<file path="config.mk">
export PLATFORM = sky130hd
export DESIGN_NAME = vrt_core
export DESIGN_NICKNAME = d
export VERILOG_FILES = /design/src/shared/vrt_pkg.sv /design/src/logic/vrt_core.sv
export SDC_FILE = /design/constraint.sdc
export NUM_CORES = 1
export LEC_CHECK = 0
export ABC_CLOCK_PERIOD_IN_PS = 12000
export BUFFER_PORTS_ARGS = -buffer_cell sky130_fd_sc_hd__buf_2
export CORE_UTILIZATION = 55
export DETAILED_ROUTE_END_ITERATION = 12
export HOLD_SLACK_MARGIN = 0.06
export PLACE_DENSITY = 0.8
export SETUP_SLACK_MARGIN = 0.1
export SLEW_MARGIN = 20
export SYNTH_ARGS = -nofsm -noshare
export SYNTH_HDL_FRONTEND = slang
export SYNTH_SLANG_ARGS = --single-unit
</file>
<file path="constraint.sdc">
create_clock -name clk -period 12 [get_ports clk]
set_input_delay 0.6 -clock clk [delete_from_list [all_inputs] [get_ports clk]]
set_output_delay 0.6 -clock clk [all_outputs]
set_load 0.05 [all_outputs]
</file>
<file path="src/shared/vrt_pkg.sv">
// Purpose: constants for the closing ramp, travel total and limit alarm block
// Assumes: 10 MHz clock, positions in 0.1 % steps (0..1000)
// Notes: register offsets are word indices times four
package vrt_pkg;
    localparam int CLK_HZ = 10_000_000;
    localparam int TICK_HZ = 1000;
    localparam int TICK_DIV = CLK_HZ / TICK_HZ;
    localparam logic [10:0] RANGE_FULL = 11'h3E8;
    localparam logic [7:0] CLOSE_TIME_MAX_S = 8'hF0;
    localparam logic [7:0] CLOSE_TIME_RST = 8'h00;
    localparam logic [10:0] LIM1_RST = 11'h014;
    localparam logic [10:0] LIM2_RST = 11'h3D4;
    localparam logic [10:0] CUTOFF_RST = 11'h00A;
    localparam logic [10:0] CUTOFF_MAX = 11'h1F3;
    localparam logic [1:0] ALARM_MODE_RST = 2'h2;
    localparam logic [31:0] TOTAL_MAX = 32'h3B02_3380;
    localparam logic [31:0] TOTAL_LIMIT_MIN = 32'h0000_03E8;
    localparam logic [31:0] TOTAL_LIMIT_RST = 32'h0000_03E8;
    localparam logic [9:0] SAVE_EVERY = 10'h3E8;
    localparam logic [7:0] OFS_CTRL = 8'h00;
    localparam logic [7:0] OFS_CLOSE_TIME = 8'h04;
    localparam logic [7:0] OFS_CUTOFF = 8'h08;
    localparam logic [7:0] OFS_LIM1 = 8'h0C;
    localparam logic [7:0] OFS_LIM2 = 8'h10;
    localparam logic [7:0] OFS_TOTAL = 8'h14;
    localparam logic [7:0] OFS_TOTAL_LIMIT = 8'h18;
    localparam logic [7:0] OFS_STATUS = 8'h1C;
    localparam logic [7:0] OFS_IRQ_STAT = 8'h20;
    localparam logic [7:0] OFS_IRQ_MASK = 8'h24;
    localparam logic [7:0] OFS_SETPOINT = 8'h28;
    // ctrl bits
    localparam int CTRL_CLEAR = 0;
    localparam int CTRL_CUT_EN = 1;
    localparam int CTRL_LIM1_EN = 2;
    localparam int CTRL_LIM2_EN = 3;
    localparam int CTRL_MODE_LO = 4;
    // irq bits
    localparam int IRQ_SAVE = 0;
    localparam int IRQ_MAINT = 1;
    localparam int IRQ_FAULT = 2;
endpackage : vrt_pkg

</file>
<file path="src/logic/vrt_core.sv">
// Purpose: closing set-point ramp, travel cycle total, limit and fault alarms
// Assumes: position and set point in 0.1 % of operating range, single clock
// Notes: alarm outputs are logic levels, 1 = high current / conducting
//
// Behaviour
// closing time 0..240 s limits set-point fall over the full range
// closing ramp still governs when lower cutoff also active
// closing ramp bypassed on fail-safe, solenoid trip or power loss
// keep full travel cycle total, 0 up to 99e7, reset zero
// operator clear choice sets the total to zero
// save total to non-volatile store every 1000 added cycles
// settable total limit from 1000; maintenance flag while total exceeds it
// alarm mode 0..3 default 2 sets active level of both limit alarms
// same polarity selection drives conducting or non-conducting outputs
// fault alarm low when fault exists, high otherwise
// first limit 0..100 %, default 2 %, may be disabled, relative position
// second limit default 98 %, alarm when position below limit
// set point at cutoff near closed end drives actuator fully closed
// zero time means no limit, else range over time per tick step
`timescale 1ns/1ns
`default_nettype none
module vrt_core
    import vrt_pkg::*;
#(
    // clock cycles per ramp tick; the divider counter below is 14 bits wide
    parameter int TICK_CYCLES = TICK_DIV
)
(
    // clock and reset
    input wire logic clk,
    input wire logic rst,
    // register port
    input wire logic [7:0] reg_addr,
    input wire logic [31:0] reg_wdata,
    input wire logic reg_wr,
    input wire logic reg_rd,
    output logic [31:0] reg_rdata_ff,
    // process inputs
    input wire logic [10:0] setpoint_in,
    input wire logic [10:0] position_in,
    input wire logic cycle_done_pin,
    input wire logic failsafe_pin,
    input wire logic solenoid_pin,
    input wire logic power_fail_pin,
    input wire logic fault_in,
    // outputs
    output logic [10:0] setpoint_out_ff,
    output logic full_close_ff,
    output logic first_limit_alarm_ff,
    output logic second_limit_alarm_ff,
    output logic fault_alarm_ff,
    output logic maint_ff,
    output logic nv_save_ff,
    output logic [31:0] nv_total_ff,
    output logic irq_ff
);
    // a tick length that the 14-bit divider cannot count is refused at build time
    if (TICK_CYCLES < 2 || TICK_CYCLES > 16384) begin : g_tick_check
        $error("tick length does not fit the divider");
    end

    // the four single-bit pins besides fault_in pass two flip-flops; nothing but the second stage reads
    // the first, so a metastable sample never reaches the logic
    logic [3:0] sync1_ff;
    logic [3:0] sync2_ff;
    always_ff @(posedge clk or posedge rst) begin
        if (rst) begin
            sync1_ff <= 4'h0;
            sync2_ff <= 4'h0;
        end else begin
            sync1_ff <= {power_fail_pin, solenoid_pin, failsafe_pin, cycle_done_pin};
            sync2_ff <= sync1_ff;
        end
    end
    wire cycle_lvl = sync2_ff[0];
    wire bypass = sync2_ff[1] | sync2_ff[2] | sync2_ff[3];

    // configuration registers
    // every field resets to a value in range, so the block runs unconfigured
    logic [7:0] ctrl_ff;
    logic [7:0] close_time_ff;
    logic [10:0] cutoff_ff;
    logic [10:0] lim1_ff;
    logic [10:0] lim2_ff;
    logic [31:0] total_limit_ff;
    logic [2:0] irq_stat_ff;
    logic [2:0] irq_mask_ff;
    logic [31:0] total_ff;
    logic [9:0] save_cnt_ff;
    logic cycle_prev_ff;
    logic maint_prev_ff;
    logic fault_prev_ff;

    // one write strobe per writable register; an address that matches none is ignored
    wire wr_ctrl = reg_wr && (reg_addr == OFS_CTRL);
    wire wr_time = reg_wr && (reg_addr == OFS_CLOSE_TIME);
    wire wr_cut = reg_wr && (reg_addr == OFS_CUTOFF);
    wire wr_lim1 = reg_wr && (reg_addr == OFS_LIM1);
    wire wr_lim2 = reg_wr && (reg_addr == OFS_LIM2);
    wire wr_tlim = reg_wr && (reg_addr == OFS_TOTAL_LIMIT);
    wire wr_istat = reg_wr && (reg_addr == OFS_IRQ_STAT);
    wire wr_imask = reg_wr && (reg_addr == OFS_IRQ_MASK);
    // the clear choice is a write of one to bit 0 of the control word
    wire total_clear = wr_ctrl && reg_wdata[CTRL_CLEAR];

    // out-of-range writes are clamped to the allowed span; the whole word is
    // compared so that a large value can never wrap into a small one
    wire [7:0] time_w = (reg_wdata > 32'(CLOSE_TIME_MAX_S)) ? CLOSE_TIME_MAX_S
                                                            : reg_wdata[7:0];
    wire [10:0] cut_w = (reg_wdata > 32'(CUTOFF_MAX)) ? CUTOFF_MAX : reg_wdata[10:0];
    wire [10:0] lim1_w = (reg_wdata > 32'(RANGE_FULL)) ? RANGE_FULL : reg_wdata[10:0];
    wire [10:0] lim2_w = (reg_wdata > 32'(RANGE_FULL)) ? RANGE_FULL : reg_wdata[10:0];
    wire [31:0] tlim_lo = (reg_wdata < TOTAL_LIMIT_MIN) ? TOTAL_LIMIT_MIN : reg_wdata;
    wire [31:0] tlim_w = (tlim_lo > TOTAL_MAX) ? TOTAL_MAX : tlim_lo;

    // control word, total limit and interrupt mask; the clear bit is a strobe
    // and is not stored
    always_ff @(posedge clk or posedge rst) begin
        if (rst) begin
            ctrl_ff <= {2'h0, ALARM_MODE_RST, 4'hE};
            total_limit_ff <= TOTAL_LIMIT_RST;
            irq_mask_ff <= 3'h0;
        end else begin
            if (wr_ctrl) ctrl_ff <= {2'h0, reg_wdata[5:1], 1'b0};
            if (wr_tlim) total_limit_ff <= tlim_w;
            if (wr_imask) irq_mask_ff <= reg_wdata[2:0];
        end
    end

    // ramp and limit settings, already clamped to their spans
    always_ff @(posedge clk or posedge rst) begin
        if (rst) begin
            close_time_ff <= CLOSE_TIME_RST;
            cutoff_ff <= CUTOFF_RST;
            lim1_ff <= LIM1_RST;
            lim2_ff <= LIM2_RST;
        end else begin
            if (wr_time) close_time_ff <= time_w;
            if (wr_cut) cutoff_ff <= cut_w;
            if (wr_lim1) lim1_ff <= lim1_w;
            if (wr_lim2) lim2_ff <= lim2_w;
        end
    end
    wire [1:0] alarm_mode = ctrl_ff[CTRL_MODE_LO +: 2];

    // tick divider for the ramp, 1 ms steps
    logic [13:0] div_ff;
    // free running, so the first tick of a ramp lands anywhere within one tick length of its start
    wire tick = (div_ff == 14'(TICK_CYCLES - 1));
    always_ff @(posedge clk or posedge rst) begin
        if (rst) div_ff <= 14'h0;
        else div_ff <= tick ? 14'h0 : div_ff + 14'h1;
    end

    // closing ramp: step accumulator in 1/ticks units of the range
    // fractional steps are kept so a long time still crosses the range exactly
    logic [17:0] frac_ff;
    wire [17:0] ticks_total = 18'(close_time_ff) * 18'(TICK_HZ);
    wire [18:0] frac_sum = {1'b0, frac_ff} + 19'(RANGE_FULL);
    wire step_one = tick && (frac_sum >= {1'b0, ticks_total});
    // a trip drops the ramp at once so fail-safe venting is never held back
    wire ramp_off = (close_time_ff == 8'h00) || bypass;
    // only the closing direction is limited; a rise or hold passes in one cycle
    wire falling = setpoint_in < setpoint_out_ff;
    logic [10:0] nxt_sp;
    logic [17:0] nxt_frac;
    always_comb begin
        nxt_sp = setpoint_out_ff;
        nxt_frac = frac_ff;
        if (!falling || ramp_off) begin
            nxt_sp = setpoint_in;
            nxt_frac = 18'h0;
        end else if (tick) begin
            nxt_frac = step_one ? 18'(frac_sum - {1'b0, ticks_total}) : frac_sum[17:0];
            if (step_one) nxt_sp = setpoint_out_ff - 11'h1;
        end
    end
    always_ff @(posedge clk or posedge rst) begin
        if (rst) begin
            setpoint_out_ff <= 11'h0;
            frac_ff <= 18'h0;
        end else begin
            setpoint_out_ff <= nxt_sp;
            frac_ff <= nxt_frac;
        end
    end

    // cutoff acts on the ramped set point so the ramp keeps priority; it lets go
    // again as soon as the ramped value climbs above the cutoff level
    wire cut_hit = ctrl_ff[CTRL_CUT_EN] && (setpoint_out_ff <= cutoff_ff);
    always_ff @(posedge clk or posedge rst) begin
        if (rst) full_close_ff <= 1'b0;
        else full_close_ff <= cut_hit;
    end

    // travel cycle total, saturating at the top of its range instead of wrapping
    // to zero; a clear also restarts the save count, so saves stay on whole steps
    wire cycle_evt = cycle_lvl && !cycle_prev_ff;
    wire save_hit = cycle_evt && (save_cnt_ff == SAVE_EVERY - 10'h1);
    // a save that saturation or a clear holds back raises no event either
    wire save_evt = save_hit && (total_ff < TOTAL_MAX) && !total_clear;
    always_ff @(posedge clk or posedge rst) begin
        if (rst) begin
            total_ff <= 32'h0;
            save_cnt_ff <= 10'h0;
            cycle_prev_ff <= 1'b0;
        end else begin
            cycle_prev_ff <= cycle_lvl;
            if (total_clear) begin
                total_ff <= 32'h0;
                save_cnt_ff <= 10'h0;
            end else if (cycle_evt && total_ff < TOTAL_MAX) begin
                total_ff <= total_ff + 32'h1;
                save_cnt_ff <= save_hit ? 10'h0 : save_cnt_ff + 10'h1;
            end
        end
    end

    // save strobe carries the new total to the non-volatile writer; the value
    // stands until the next save, so a slow writer may latch it late
    always_ff @(posedge clk or posedge rst) begin
        if (rst) begin
            nv_save_ff <= 1'b0;
            nv_total_ff <= 32'h0;
        end else begin
            nv_save_ff <= save_evt;
            if (save_evt) nv_total_ff <= total_ff + 32'h1;
        end
    end

    // maintenance flag and limit alarms
    // the compare is strict, so the flag stays low with the total at the limit
    wire maint_now = total_ff > total_limit_ff;
    // a disabled limit reads as not reached; its pin rests at the inactive level
    wire a1_raw = ctrl_ff[CTRL_LIM1_EN] && (position_in < lim1_ff);
    wire a2_raw = ctrl_ff[CTRL_LIM2_EN] && (position_in < lim2_ff);
    // mode bit0 set inverts the first alarm, bit1 clear the second, so the default mode
    // gives both alarms the high-current level when active
    wire a1_lvl = alarm_mode[0] ? !a1_raw : a1_raw;
    wire a2_lvl = alarm_mode[1] ? a2_raw : !a2_raw;
    // the fault output rests conducting and opens on a fault, so a cut wire
    // reads as a fault as well
    always_ff @(posedge clk or posedge rst) begin
        if (rst) begin
            maint_ff <= 1'b0;
            first_limit_alarm_ff <= 1'b0;
            second_limit_alarm_ff <= 1'b0;
            fault_alarm_ff <= 1'b0;
        end else begin
            maint_ff <= maint_now;
            first_limit_alarm_ff <= a1_lvl;
            second_limit_alarm_ff <= a2_lvl;
            fault_alarm_ff <= !fault_in;
        end
    end

    // last levels of the event sources, for the rising-edge events below
    always_ff @(posedge clk or posedge rst) begin
        if (rst) begin
            maint_prev_ff <= 1'b0;
            fault_prev_ff <= 1'b0;
        end else begin
            maint_prev_ff <= maint_now;
            fault_prev_ff <= fault_in;
        end
    end

    // sticky events; a set in the clearing cycle wins so no event is ever lost
    wire [2:0] irq_set = {fault_in && !fault_prev_ff, maint_now && !maint_prev_ff, save_evt};
    wire [2:0] irq_clr = wr_istat ? reg_wdata[2:0] : 3'h0;
    // the interrupt follows the next status value, so it rises with the event
    always_ff @(posedge clk or posedge rst) begin
        if (rst) begin
            irq_stat_ff <= 3'h0;
            irq_ff <= 1'b0;
        end else begin
            irq_stat_ff <= (irq_stat_ff & ~irq_clr) | irq_set;
            irq_ff <= |(((irq_stat_ff & ~irq_clr) | irq_set) & irq_mask_ff);
        end
    end

    // read mux; unmapped addresses read zero
    logic [31:0] rd_mux;
    always_comb begin
        rd_mux = 32'h0;
        unique case (reg_addr)
            OFS_CTRL: rd_mux = {24'h0, ctrl_ff};
            OFS_CLOSE_TIME: rd_mux = {24'h0, close_time_ff};
            OFS_CUTOFF: rd_mux = {21'h0, cutoff_ff};
            OFS_LIM1: rd_mux = {21'h0, lim1_ff};
            OFS_LIM2: rd_mux = {21'h0, lim2_ff};
            OFS_TOTAL: rd_mux = total_ff;
            OFS_TOTAL_LIMIT: rd_mux = total_limit_ff;
            OFS_STATUS: rd_mux = {26'h0, bypass, fault_alarm_ff, second_limit_alarm_ff,
                                  first_limit_alarm_ff, full_close_ff, maint_ff};
            OFS_IRQ_STAT: rd_mux = {29'h0, irq_stat_ff};
            OFS_IRQ_MASK: rd_mux = {29'h0, irq_mask_ff};
            OFS_SETPOINT: rd_mux = {21'h0, setpoint_out_ff};
            default: rd_mux = 32'h0;
        endcase
    end
    // read data are zero outside the answer cycle, so slaves can share an OR bus
    always_ff @(posedge clk or posedge rst) begin
        if (rst) reg_rdata_ff <= 32'h0;
        else reg_rdata_ff <= reg_rd ? rd_mux : 32'h0;
    end
endmodule : vrt_core
`default_nettype wire

</file>
==> summary.md <==
| Metric | Value |
|---|---|
| Register area | `6206 um2` |
| Min-Delay Endpoint | `sync1_ff[0]` |
| Final WL | `42.76 mm` |
| Die Width | `169.2 um` |
| Vias in the first global route | `12920` |
| Total Neg Setup Slack | `0 ns` |
| PortBufs | `152` |
| Root buf cell | `clkbuf_16` |
| CP bufs+invs | `2` |
| Endpoints failing setup | `0` |
| Worst path required time | `12.42 ns` |
| Crit path launch type | `flop` |
| Gate Count Post-Synth | `1643` |
| Final nets | `2006` |
| Status | `finished clean` |
| R2r startpoint | `close_time_ff[1]` |
| Vias per cell | `6.089` |
| CTS Buffer Depth | `3` |
| IO Count | `153` |
| Post CTS Setup Buffer Count | `0` |
| Avg WL per Cell | `19.67 um` |
| Tot GR Track Use | `30.12%` |
| Cells after DPL | `2120` |
| Final RePlAce weighted congestion | `0.9586` |
| Worst-margin pin slew | `1.082 ns` |
| Reg power frac | `34.2%` |
| Initial Util | `56.60%` |
| Distinct cells, synth | `74` |
| Slew margin rel. | `27.58%` |
| Max incr delay on CP | `0.63 ns` |
| Post-synth top flop | `dfrtp_1` |
| Drt first pass iters | `5` |
| Most frequent cells in the layout | `227 x dfrtp_1, 158 x nand2_1, 152 x buf_2` |
| Fin cells | `2174` |
| Max FO, Critical Path | `23` |
| Worst reg2reg path endpoint | `frac_ff[10]` |
| FF-to-FF setup slack | `4.85 ns` |
| Slowest-stage cell, CP | `or4b_2` |
| Min-delay worst type | `in -> reg` |
| Pleak | `7.802 nW` |
| CTS Buf Count | `28` |
| Rows | `60` |
| Sw Pwr | `1.220 mW` |
| DRC viols | `0` |
| Total design power | `3.144 mW` |
| Power per standard cell area | `180.8 nW/um2` |
| Die height | `169.2 um` |
| Critical path cell sequence | `fa_1, xor2_1, ha_1, fa_1, inv_1, fa_1, inv_1, ha_1, o21ai_0, a21oi_1, o21ai_0, a21oi_1, o21ai_0, or4b_2, o311a_1, ha_1, and4_1, and3_1, a221oi_2, nand2_2, mux2_1, a22oi_1, nor2_1` |
| Tmin final | `7.155 ns` |
| Cts repair resizes | `0` |
| First-pass GRT wire length | `68.16 mm` |
| DR vias | `13240` |
| Worst r2r path cells | `23` |
| Largest net degree at the start of global routing | `117` |
| Ys async rst share | `100.0%` |
| Grt total ovfl | `0` |
| Hold WS | `0.1546 ns` |
| Slew Viols, Final | `0` |
| Synthesized cell area | `15380 um2` |
| Initial antenna violation count | `3` |
| Final setup margin | `4.845 ns` |
| H-tree depth | `1` |
| Sw Ratio | `38.80%` |
| CP Capture Type | `flop` |
| Syn Nets | `1871` |
| EDFF count, synth | `0` |
| Share of post-route cells with drive strength above 1 | `15.45%` |
| Multi-input combinational cell area | `8429 um2` |
| DRT antenna net count | `0` |
| Clock Sinks | `247` |
| Cell internal pwr | `1.924 mW` |
| Peak supply drop | `0.0001222 V` |
| Combinational share of power | `39.1%` |
| Initial detailed-routing violation count | `1243` |
| Clk pwr share | `26.7%` |
| Seq/Total Area, Yosys | `40.35%` |
| Placed wire-length estimate | `31.43 mm` |
| #FFs+latches synth | `247` |
| Max-capacitance violation count | `0` |
| Core area | `27180 um2` |
| Filler cell count in the final layout | `2269` |
| Final period utilization | `59.62%` |
| RSZ-0062 raised after global routing | `no` |
| CTS tree | `done` |
| Arrival time at the worst endpoint | `7.57 ns` |
| Syn_area_per_cell | `9.362 um2` |
| YS warnings | `0` |
| DP Worst Slack | `4.868 ns` |
| CP top delay family | `adder cells` |
| Clock Skews | `0.009014 ns` |
| Hold Path Stages | `1` |
| P&R area growth vs syn | `13.04%` |
| WS Path Type | `reg -> reg` |
| Clk_lat worst skew | `0.55 ns` |
| Hold Violations, Final | `0` |
| Die Area | `28640 um2` |
| Most common cell after layout, fill and taps aside | `dfrtp_1` |
| Hold_sp | `cycle_done_pin` |
| CTS clk-pin slew, worst paths | `0.06 ns` |
| Highest clock rate | `0.1398 GHz` |
| Cts hold-fix bufs | `0` |
==> metal layers <==
layer,global-route usage (%),wire [um],share of wire [%]
met1,41.31,18310,43
met3,5.317,3194,7.5
met4,14.45,1851,4.3
met5,0,0,0
met2,46.36,19400,45
==> layout make-up <==
type | count | share of cell area [%]
Clock buffer | 44 | 4.721
Clock inverter | 7 | 0.4246
Multi-Input combinational cell | 1200 | 48.48
Tap cell | 372 | 2.677
Timing Repair Buffer | 167 | 5.023
Inverter | 134 | 2.936
Antenna cell | 3 | 0.04318
Sequential cell | 247 | 35.69
==> metrics by stage <==
stage | utilization, % | instance area (um2)
2_1_floorplan | - | 15380
3_3_place_gp | 60.66 | 16480
3_5_place_dp | 60.66 | 16480
4_1_cts | 63.95 | 17380
5_1_grt | 63.98 | 17390
6_report | 63.98 | 17390
==> state kept, by name (all words and copies together), names as in the netlist, 4 cells and up <==
register	flops
nv_total_ff	32
reg_rdata_ff	32
total_ff	32
total_limit_ff	32
frac_ff	15
div_ff	14
cutoff_ff	11
lim1_ff	11
lim2_ff	11
setpoint_out_ff	11
save_cnt_ff	10
close_time_ff	8
ctrl_ff	5
sync1_ff	4
sync2_ff	4
==> worst max path at each step <==
stage / startpoint / end / slack (ns) / cells past startpoint
2_1_floorplan: rst / close_time_ff[0] / 4.65 / 1
3_3_place_gp: close_time_ff[1] / frac_ff[10] / 5.14 / 23
3_5_place_dp: close_time_ff[1] / frac_ff[10] / 4.87 / 23
4_1_cts: close_time_ff[1] / frac_ff[10] / 4.84 / 23
5_1_grt: close_time_ff[1] / setpoint_out_ff[7] / 4.39 / 25
6_report: close_time_ff[1] / frac_ff[10] / 4.85 / 23
==> cells in the mapped netlist (all sizes together), types with 7 or more instances <==
| library cell | number | area share, % |
|---|---|---|
| a31oi | 16 | 0.65 |
| or3 | 16 | 0.65 |
| and2 | 12 | 0.49 |
| buf | 16 | 0.60 |
| mux2 | 17 | 1.2 |
| nor3b | 7 | 0.37 |
| nand2b | 9 | 0.37 |
| nor2 | 135 | 3.3 |
| dfstp | 20 | 3.4 |
| nor4 | 13 | 0.57 |
| fa | 22 | 2.9 |
| nor2b | 14 | 0.57 |
| xnor2 | 63 | 3.6 |
| inv | 134 | 3.3 |
| a21o | 30 | 1.5 |
| dfrtp | 227 | 37 |
| nand2 | 162 | 4.0 |
| a21oi | 78 | 2.6 |
| mux2i | 11 | 0.72 |
| xor2 | 45 | 2.6 |
| nor3 | 36 | 1.2 |
| o21ai | 125 | 4.1 |
| o21a | 10 | 0.49 |
| nand3 | 48 | 1.7 |
| and3 | 19 | 0.77 |
| clkbuf | 46 | 1.1 |
| a211oi | 10 | 0.57 |
| nand4 | 22 | 0.89 |
| ha | 135 | 11 |
| a22oi | 44 | 2.1 |
| a22o | 21 | 1.2 |
==> power groups by stage <==
stage | Sequential [mW] | Clock (mW) | Combinational [mW]
global route | 1.09 | 0.885 | 1.38
CTS | 1.07 | 0.847 | 1.23
detailed placement | 1.08 | 0 | 1.22
finish | 1.08 | 0.838 | 1.23
floorplan | 1.07 | 0 | 0.919
global placement | 1.08 | 0 | 1.17
==> cell families (layout without fill, tap and decap cells) <==
logic type / after synthesis / count (layout) / share of synthesized area [%]
AOI/OAI and AO/OA: 391 / 391 / 16.58
xor gates and xnor gates: 108 / 108 / 6.150
adders and majority gates: 157 / 157 / 13.85
buffers and inverters: 196 / 352 / 4.995
DFF: 247 / 247 / 40.35
muxes: 28 / 28 / 1.960
other: 0 / 3 / 0
and+or+nand+nor: 516 / 516 / 16.12
==> worst reg2reg max path, delay by kind of cell, from the launching register on <==
kind / cells / cell delay (ns)
buffers and inverters: 2 / 0.11
XOR/XNOR: 1 / 0.19
flip-flops: 1 / 0.56
multiplexers: 1 / 0.45
AO/OA/AOI/OAI: 8 / 1.68
adder cells (fa/ha/maj): 6 / 2.46
AND/OR/NAND/NOR: 5 / 1.61
No activity file was read; power rests on OpenSTA's default activity.
